<file path="src/rtl/ctw_clock_regs.vh">
`ifndef CTW_CLOCK_REGS_VH
`define CTW_CLOCK_REGS_VH

// ----------------------------------------------------------------------------
// Source select codes
// ----------------------------------------------------------------------------
`define CTW_SRC_PRIMARY   2'h0
`define CTW_SRC_LOWPOWER  2'h1
`define CTW_SRC_EXTERNAL  2'h2

// ----------------------------------------------------------------------------
// Primary oscillator frequency setting, in MHz
// ----------------------------------------------------------------------------
`define CTW_FREQ_W        6
`define CTW_FREQ_RESET    6'h18
`define CTW_FREQ_MIN      6'h03
`define CTW_FREQ_MAX      6'h30

// ----------------------------------------------------------------------------
// Dividers
// ----------------------------------------------------------------------------
`define CTW_NUM_DIV       12
`define CTW_DIV_W         16
`define CTW_ANALOG_DIV    0

// ----------------------------------------------------------------------------
// Watchdog
// ----------------------------------------------------------------------------
`define CTW_WDT_W         32
`define CTW_WDT_DEFAULT   32'h0000_1000
`define CTW_WDT_RST_W     5
`define CTW_WDT_RST_LEN   5'h10

`endif

</file>
<file path="src/rtl/ctw_clock_tree.v">
// Overview of operation
// - Choose primary, low-power or external clock as high-frequency source.
// - Switch sources only while both old and new are low; no glitches.
// - Synchronise the three oscillator pins and the source select input before any logic uses them.
// - Primary oscillator frequency setting resets to 24 MHz.
// - Frequency setting programmable 3 to 48 MHz in 1 MHz steps.
// - Derive enables synchronous to the high-frequency clock by division.
// - Twelve 16-bit dividers: eight fixed-function, four programmable logic.
// - Analog divider output leads the digital divider outputs.
// - Low-power clock keeps feeding peripherals during deep sleep.
// - Watchdog counts low-power oscillator edges, also in deep sleep.
// - Watchdog timeout without service asserts a system reset.
// - Watchdog reset sets a watchdog flag in the reset-cause record.
// - Reset-cause record survives system reset; power-on or cause_clear_i clears it.
`include "ctw_clock_regs.vh"
`default_nettype none

module ctw_clock_tree #(
    parameter [`CTW_WDT_W-1:0] WDT_TIMEOUT = `CTW_WDT_DEFAULT
) (
    // Clock and resets
    input  wire                                 clk_i,
    input  wire                                 reset_n_i,
    input  wire                                 por_n_i,
    // Oscillator pins
    input  wire                                 primary_osc_i,
    input  wire                                 low_power_osc_i,
    input  wire                                 ext_clk_i,
    // Control
    input  wire [1:0]                           src_sel_i,
    input  wire [`CTW_FREQ_W-1:0]               freq_set_i,
    input  wire                                 freq_load_i,
    input  wire                                 deep_sleep_i,
    input  wire [`CTW_NUM_DIV*`CTW_DIV_W-1:0]   div_ratio_i,
    input  wire                                 wdt_enable_i,
    input  wire                                 wdt_service_i,
    input  wire                                 cause_clear_i,
    // Clocks out
    output reg                                  high_freq_clock_o,
    output reg  [1:0]                           src_active_o,
    output reg  [`CTW_FREQ_W-1:0]               freq_mhz_o,
    output reg                                  lp_periph_clk_o,
    output reg                                  analog_en_o,
    output reg  [`CTW_NUM_DIV-1:0]              div_en_o,
    // Watchdog and reset cause
    output reg                                  wdt_reset_o,
    output reg                                  reset_cause_wdt_o
);

    // ------------------------------------------------------------------------
    // Reset release
    // ------------------------------------------------------------------------
    reg [1:0] rst_sync_r;
    reg [1:0] por_sync_r;
    wire      rst_n = rst_sync_r[1];
    wire      por_n = por_sync_r[1];

    always @(posedge clk_i or negedge reset_n_i) begin
        if (!reset_n_i) begin
            rst_sync_r <= 2'h0;
        end else begin
            rst_sync_r <= {rst_sync_r[0], 1'b1};
        end
    end

    always @(posedge clk_i or negedge por_n_i) begin
        if (!por_n_i) begin
            por_sync_r <= 2'h0;
        end else begin
            por_sync_r <= {por_sync_r[0], 1'b1};
        end
    end

    // ------------------------------------------------------------------------
    // Pin synchronisers: three stages, change accepted when stages 2 and 3 agree
    // ------------------------------------------------------------------------
    wire [4:0] pin_raw = {src_sel_i, ext_clk_i, low_power_osc_i, primary_osc_i};
    reg  [4:0] pin_s1_r;
    reg  [4:0] pin_s2_r;
    reg  [4:0] pin_s3_r;
    reg  [4:0] pin_flt_r;

    genvar g;
    generate
        for (g = 0; g < 5; g = g + 1) begin : g_sync
            always @(posedge clk_i or negedge rst_n) begin
                if (!rst_n) begin
                    pin_s1_r[g]  <= 1'b0;
                    pin_s2_r[g]  <= 1'b0;
                    pin_s3_r[g]  <= 1'b0;
                    pin_flt_r[g] <= 1'b0;
                end else begin
                    pin_s1_r[g] <= pin_raw[g];
                    pin_s2_r[g] <= pin_s1_r[g];
                    pin_s3_r[g] <= pin_s2_r[g];
                    if (pin_s2_r[g] == pin_s3_r[g]) begin
                        pin_flt_r[g] <= pin_s3_r[g];
                    end
                end
            end
        end
    endgenerate

    wire [2:0] src_lvl = pin_flt_r[2:0];
    wire [1:0] sel_req = pin_flt_r[4:3];

    function src_level;
        input [1:0] sel;
        input [2:0] lvl;
        begin
            case (sel)
                `CTW_SRC_LOWPOWER: src_level = lvl[1];
                `CTW_SRC_EXTERNAL: src_level = lvl[2];
                default:           src_level = lvl[0];
            endcase
        end
    endfunction

    // ------------------------------------------------------------------------
    // Glitch-free source switch
    // ------------------------------------------------------------------------
    // The select moves only while the old and new sources are both low, so
    // no shortened high or low phase is ever passed on.
    wire sel_valid = (sel_req != 2'h3);
    wire cur_lvl   = src_level(src_active_o, src_lvl);
    wire new_lvl   = src_level(sel_req, src_lvl);
    wire hf_nxt    = cur_lvl & ~deep_sleep_i;
    reg  hf_prev_r;
    wire hf_rise   = high_freq_clock_o & ~hf_prev_r;
    reg  lp_prev_r;
    wire lp_rise   = src_lvl[1] & ~lp_prev_r;

    always @(posedge clk_i or negedge rst_n) begin
        if (!rst_n) begin
            src_active_o      <= `CTW_SRC_PRIMARY;
            high_freq_clock_o <= 1'b0;
            hf_prev_r         <= 1'b0;
            lp_periph_clk_o   <= 1'b0;
            lp_prev_r         <= 1'b0;
        end else begin
            if (sel_valid && sel_req != src_active_o && !cur_lvl && !new_lvl &&
                !high_freq_clock_o) begin
                src_active_o <= sel_req;
            end
            high_freq_clock_o <= hf_nxt;
            hf_prev_r         <= high_freq_clock_o;
            lp_periph_clk_o   <= src_lvl[1];
            lp_prev_r         <= src_lvl[1];
        end
    end

    // ------------------------------------------------------------------------
    // Primary oscillator frequency setting
    // ------------------------------------------------------------------------
    always @(posedge clk_i or negedge rst_n) begin
        if (!rst_n) begin
            freq_mhz_o <= `CTW_FREQ_RESET;
        end else if (freq_load_i) begin
            if (freq_set_i < `CTW_FREQ_MIN) begin
                freq_mhz_o <= `CTW_FREQ_MIN;
            end else if (freq_set_i > `CTW_FREQ_MAX) begin
                freq_mhz_o <= `CTW_FREQ_MAX;
            end else begin
                freq_mhz_o <= freq_set_i;
            end
        end
    end

    // ------------------------------------------------------------------------
    // Dividers: ratio r gives one enable every r+1 high-frequency edges
    // ------------------------------------------------------------------------
    // Digital enables pass one extra stage so the analog one leads them.
    reg  [`CTW_DIV_W-1:0]   div_cnt_r [0:`CTW_NUM_DIV-1];
    reg  [`CTW_NUM_DIV-1:0] div_tick_r;

    generate
        for (g = 0; g < `CTW_NUM_DIV; g = g + 1) begin : g_div
            wire [`CTW_DIV_W-1:0] ratio = div_ratio_i[g*`CTW_DIV_W +: `CTW_DIV_W];
            always @(posedge clk_i or negedge rst_n) begin
                if (!rst_n) begin
                    div_cnt_r[g]  <= {`CTW_DIV_W{1'b0}};
                    div_tick_r[g] <= 1'b0;
                    div_en_o[g]   <= 1'b0;
                end else begin
                    div_tick_r[g] <= 1'b0;
                    if (hf_rise) begin
                        if (div_cnt_r[g] >= ratio) begin
                            div_cnt_r[g]  <= {`CTW_DIV_W{1'b0}};
                            div_tick_r[g] <= 1'b1;
                        end else begin
                            div_cnt_r[g] <= div_cnt_r[g] + 1'b1;
                        end
                    end
                    div_en_o[g] <= div_tick_r[g];
                end
            end
        end
    endgenerate

    always @(posedge clk_i or negedge rst_n) begin
        if (!rst_n) begin
            analog_en_o <= 1'b0;
        end else begin
            analog_en_o <= hf_rise &&
                           div_cnt_r[`CTW_ANALOG_DIV] >=
                           div_ratio_i[`CTW_ANALOG_DIV*`CTW_DIV_W +: `CTW_DIV_W];
        end
    end

    // ------------------------------------------------------------------------
    // Watchdog on low-power oscillator edges
    // ------------------------------------------------------------------------
    reg [`CTW_WDT_W-1:0]    wdt_cnt_r;
    reg [`CTW_WDT_RST_W-1:0] wdt_rst_cnt_r;
    wire                    wdt_fire = wdt_enable_i && lp_rise && !wdt_service_i &&
                                       (wdt_cnt_r >= WDT_TIMEOUT - 1'b1);

    always @(posedge clk_i or negedge rst_n) begin
        if (!rst_n) begin
            wdt_cnt_r     <= {`CTW_WDT_W{1'b0}};
            wdt_rst_cnt_r <= {`CTW_WDT_RST_W{1'b0}};
            wdt_reset_o   <= 1'b0;
        end else begin
            if (!wdt_enable_i || wdt_service_i || wdt_fire) begin
                wdt_cnt_r <= {`CTW_WDT_W{1'b0}};
            end else if (lp_rise) begin
                wdt_cnt_r <= wdt_cnt_r + 1'b1;
            end
            if (wdt_fire) begin
                wdt_rst_cnt_r <= `CTW_WDT_RST_LEN;
                wdt_reset_o   <= 1'b1;
            end else if (wdt_rst_cnt_r != {`CTW_WDT_RST_W{1'b0}}) begin
                wdt_rst_cnt_r <= wdt_rst_cnt_r - 1'b1;
                wdt_reset_o   <= (wdt_rst_cnt_r != {{(`CTW_WDT_RST_W-1){1'b0}}, 1'b1});
            end else begin
                wdt_reset_o <= 1'b0;
            end
        end
    end

    // ------------------------------------------------------------------------
    // Reset cause: on the power-on reset only, so a watchdog reset keeps it
    // ------------------------------------------------------------------------
    always @(posedge clk_i or negedge por_n) begin
        if (!por_n) begin
            reset_cause_wdt_o <= 1'b0;
        end else if (wdt_reset_o) begin
            reset_cause_wdt_o <= 1'b1;
        end else if (cause_clear_i) begin
            reset_cause_wdt_o <= 1'b0;
        end
    end

endmodule // ctw_clock_tree

`default_nettype wire

</file>
<file path="config.mk">
export PLATFORM = sky130hd
export DESIGN_NAME = ctw_clock_tree
export DESIGN_NICKNAME = d
export VERILOG_FILES = /design/src/rtl/ctw_clock_tree.v
export VERILOG_INCLUDE_DIRS = /design/src /design/src/rtl
export SDC_FILE = /design/constraint.sdc
export NUM_CORES = 1
export LEC_CHECK = 0
export BUFFER_PORTS_ARGS = -buffer_cell sky130_fd_sc_hd__buf_2
export CAP_MARGIN = 10
export CORE_MARGIN = 2
export CORE_UTILIZATION = 56
export CTS_CLUSTER_DIAMETER = 100
export DETAILED_ROUTE_END_ITERATION = 7
export MAX_ROUTING_LAYER = met4
export PLACE_DENSITY_LB_ADDON = 0.08
export SLEW_MARGIN = 20
export SYNTH_ARGS = -nofsm -noshare
export SYNTH_HDL_FRONTEND = slang
export SYNTH_SLANG_ARGS = --single-unit
</file>
<file path="constraint.sdc">
create_clock -name clk_i -period 18.55 [get_ports clk_i]
set_clock_uncertainty 0.05 [all_clocks]
set_input_delay 1.855 -clock clk_i [delete_from_list [all_inputs] [get_ports clk_i]]
set_output_delay 1.855 -clock clk_i [all_outputs]
set_load 0.01 [all_outputs]
</file>
==> metrics.csv <==
metric,value,unit
# nets final,2594,
Highest Clock Rate,268,MHz
register area,0.00726,sq mm
GRT Total Usage,0.237,
detailed-route via count,14000,
Worst-Margin Slew,0.972,ns
Routed Antenna Nets,0,
simple-gate share of the synthesized area,0.191,
die width,182,um
Unique masters post-synth,73,
Max-cap violations,0,
Final Max Slew Viols,0,
CP Capture Point,div_cnt_r[111]$_DFFE_PN0P_,
worst endpoint data arrival time,4.11,ns
GPL Wtd Cong,0.873,
fraction of registers with async set or reset after synthesis,1.00,
"Seq/Total Area, Yosys",0.411,
largest family of logic cells by synthesized area,simple AND/OR/NAND/NOR gates,
initial antenna violation count,5,
Post-Syn Area,0.0177,sq mm
Final Non-Filler Cells,2603,
peak supply drop,0.0755,mV
depth of the CTS H-tree,2,
pin count of the biggest net entering global routing,172,
compound-gate portion of the synthesized area,0.108,
layout cells sized above 1,0.155,
Pwr Density,125,mW/mm^2
mux cell area share after synthesis,0.00382,
post-layout min period,3.73,ns
CTS tree,yes,
CP startpoint kind,input port,
die area,0.0330,sq mm
Tcrit/Tclk final,0.201,
Hold Crit Class,flop to flop,
worst setup path startpoint,div_ratio_i[85],
Worst EP required,18.93,ns
global route overflow,0,
DR WL/cell,14.3,um
CTS sink cnt,290,
I/O Buffers,235,
FF-to-FF setup slack,15.59,ns
number of synthesized register bits,290,
Cells after Synth,1925,
synth top area cells,"dfrtp_1 (41%), ha_1 (15%), nor2_1 (5.3%)",
RSZ-0062 raised after global routing,no,
Fillers,2676,
type of the worst setup path,input port to flop,
Post-Synth XOR/XNOR Area,0.0713,
routed wire length,37300,um
reg2reg end,div_cnt_r[27]$_DFFE_PN0P_,
total CTS buffers,35,
Worst R2R Path Depth,7,
setup TNS,0,ns
setup ws final,14.82,ns
critical path peak fanout,13,
post-synth top area share,0.408,
CTS root buf,clkbuf_16,
DR vias/cell,5.37,
dpl ws,14.30,ns
area post-placement,0.0192,sq mm
Initial Util,0.565,
synthesis-to-finish area growth,15.3,%
Worst-Skew Late Latency,0.50,ns
cell row count,65,
Fin. Hold Viols,0,
Slew headroom,0.352,
Cells after DPL,2534,
CTS max path bufs,3,
Post-Syn Area per Cell,9.19,sq um
first-pass GRT wire length,63600,um
initial drt markers,535,
Die H,182,um
status,"complete, no violations",
leading area contributor after synthesis,dfrtp_1,
Critical R2R Launch,high_freq_clock_o$_DFF_PN0_,
num ports,236,
DP HPWL,27800,um
number of synthesized flops with an enable pin,0,
ys flop type,dfrtp_1,
Post-Layout Inst Area,0.0204,sq mm
Syn. warnings,0,
DR pass1 iterations,6,
# resized after CTS,0,
area of the core,0.0313,sq mm
area of the multi-input gates,0.00935,sq mm
clk slew on worst S/H paths,0.06,ns
DRC,0,
leakage,0.0106,uW
final setup fails,0,
crit end category,flop,
vias in the first global route,13800,
adder-cell area share of the yosys netlist,0.154,
==> through the flow <==
step                power, uW  utilization  hold slack [ns]
global route             2770        0.651            0.304
global placement         1840        0.614          -0.0521
floorplan                1650            -          -0.0557
detailed placement       1890        0.614          -0.0466
CTS                      2570        0.651            0.298
finish                   2550        0.651            0.294
==> state kept, by name (all words and copies together), names as in the netlist, 5 cells and up <==
register / cells
pin_flt_r: 5
pin_s1_r: 5
wdt_cnt_r: 32
freq_mhz_o: 6
wdt_rst_cnt_r: 5
pin_s2_r: 5
div_cnt_r: 192
div_tick_r: 11
div_en_o: 12
pin_s3_r: 5
==> layout by cell type, fill, tap and decap left out, drive strengths merged, types with 12 or more instances in the layout <==
cell,count
inv,239
or3,12
a31oi,24
o22ai,15
nor3,20
nor2,252
buf,239
o21ai,74
xor2,86
nand4,48
a21o,26
xnor2,58
a211oi,13
nand2,152
a21oi,84
clkbuf,49
ha,213
o2111ai,13
nand3,92
dfrtp,288
and3,49
nand2b,19
nor4,13
==> cell usage after synthesis (5+ instances only) <==
| cell type | count |
|---|---|
| xor2_1 | 86 |
| inv_1 | 239 |
| o21ai_0 | 74 |
| nand2_1 | 151 |
| a221oi_1 | 5 |
| nand4_1 | 45 |
| o2111ai_1 | 13 |
| a31oi_1 | 24 |
| and2_1 | 9 |
| mux2_2 | 6 |
| nor4_1 | 11 |
| a211oi_1 | 12 |
| buf_2 | 18 |
| a211o_1 | 6 |
| nor2_1 | 250 |
| a21o_1 | 26 |
| nor2b_1 | 11 |
| nand3_1 | 91 |
| buf_6 | 6 |
| xnor2_1 | 58 |
| ha_1 | 213 |
| and4_1 | 9 |
| maj3_1 | 5 |
| and3_1 | 46 |
| a21oi_2 | 6 |
| a21oi_1 | 78 |
| nand2b_1 | 18 |
| o22ai_1 | 15 |
| or3_1 | 12 |
| nor3_1 | 18 |
| dfrtp_1 | 288 |
| a22o_1 | 7 |
| clkbuf_1 | 5 |
==> per-layer routing <==
metal,share of wire,wire [um],GRT usage,up-vias
li1,-,-,-,7078
met1,0.47,17300,0.312,6624
met2,0.48,17800,0.390,226
met3,0.040,1470,0.0359,42
met4,0.017,637,0.0524,0
met5,0,0,-,-
==> critical path: stages <==
cell	delay, ns
buf_2	0.08
inv_1	0.04
ha_1	0.30
a21o_1	0.19
a221oi_1	0.23
o21ai_0	0.13
a21oi_1	0.70
nor2_1	0.38
nor2_1	0.20
==> worst min-delay path by stage <==
stage | from | end | slack [ns] | cells after the start
5_1_grt | div_tick_r[9]$_DFF_PN0_ | div_en_o[9]$_DFF_PN0_ | 0.30 | 0
4_1_cts | div_tick_r[9]$_DFF_PN0_ | div_en_o[9]$_DFF_PN0_ | 0.30 | 0
3_5_place_dp | por_sync_r[1]$_DFF_PN0_ | reset_cause_wdt_o$_DFFE_PN0P_ | -0.05 | 0
3_3_place_gp | por_sync_r[1]$_DFF_PN0_ | reset_cause_wdt_o$_DFFE_PN0P_ | -0.05 | 0
6_report | div_tick_r[9]$_DFF_PN0_ | div_en_o[9]$_DFF_PN0_ | 0.29 | 0
2_1_floorplan | por_sync_r[1]$_DFF_PN0_ | reset_cause_wdt_o$_DFFE_PN0P_ | -0.06 | 0
==> cells by family (layout without fill, tap and decap cells) <==
family / count (synthesis) / count (layout)
adder cells (fa/ha/maj): 218 / 218
multiplexers: 6 / 6
AND/OR/NAND/NOR: 701 / 701
XOR/XNOR: 144 / 144
AO/OA/AOI/OAI: 293 / 293
other: 1 / 7
flip-flops: 290 / 290
buffers and inverters: 272 / 542
==> area by class of cell <==
type / instances / area share
multi-input combinational: 1364 / 0.459
sequential: 290 / 0.356
timing repair buffer: 240 / 0.0603
clock buffer: 49 / 0.0491
inverter: 239 / 0.0440
tap: 402 / 0.0247
clock inverter: 14 / 0.00620
antenna: 5 / 0.000614
==> power by group <==
part / total, uW / switching (uW) / leakage, uW / internal [uW]
Combinational: 806 / 436 / 0.00622 / 370
Sequential: 1070 / 246 / 0.00379 / 829
Clock: 667 / 262 / 0.000560 / 405
Total: 2550 / 944 / 0.0106 / 1600
==> what timing repair did <==
action / in CTS / in global routing
hold buffers: 1 / 0
endpoints found under the hold margin: 1 / 0
buffers inserted: 0 / 0
(Power assumes the default switching activity.)
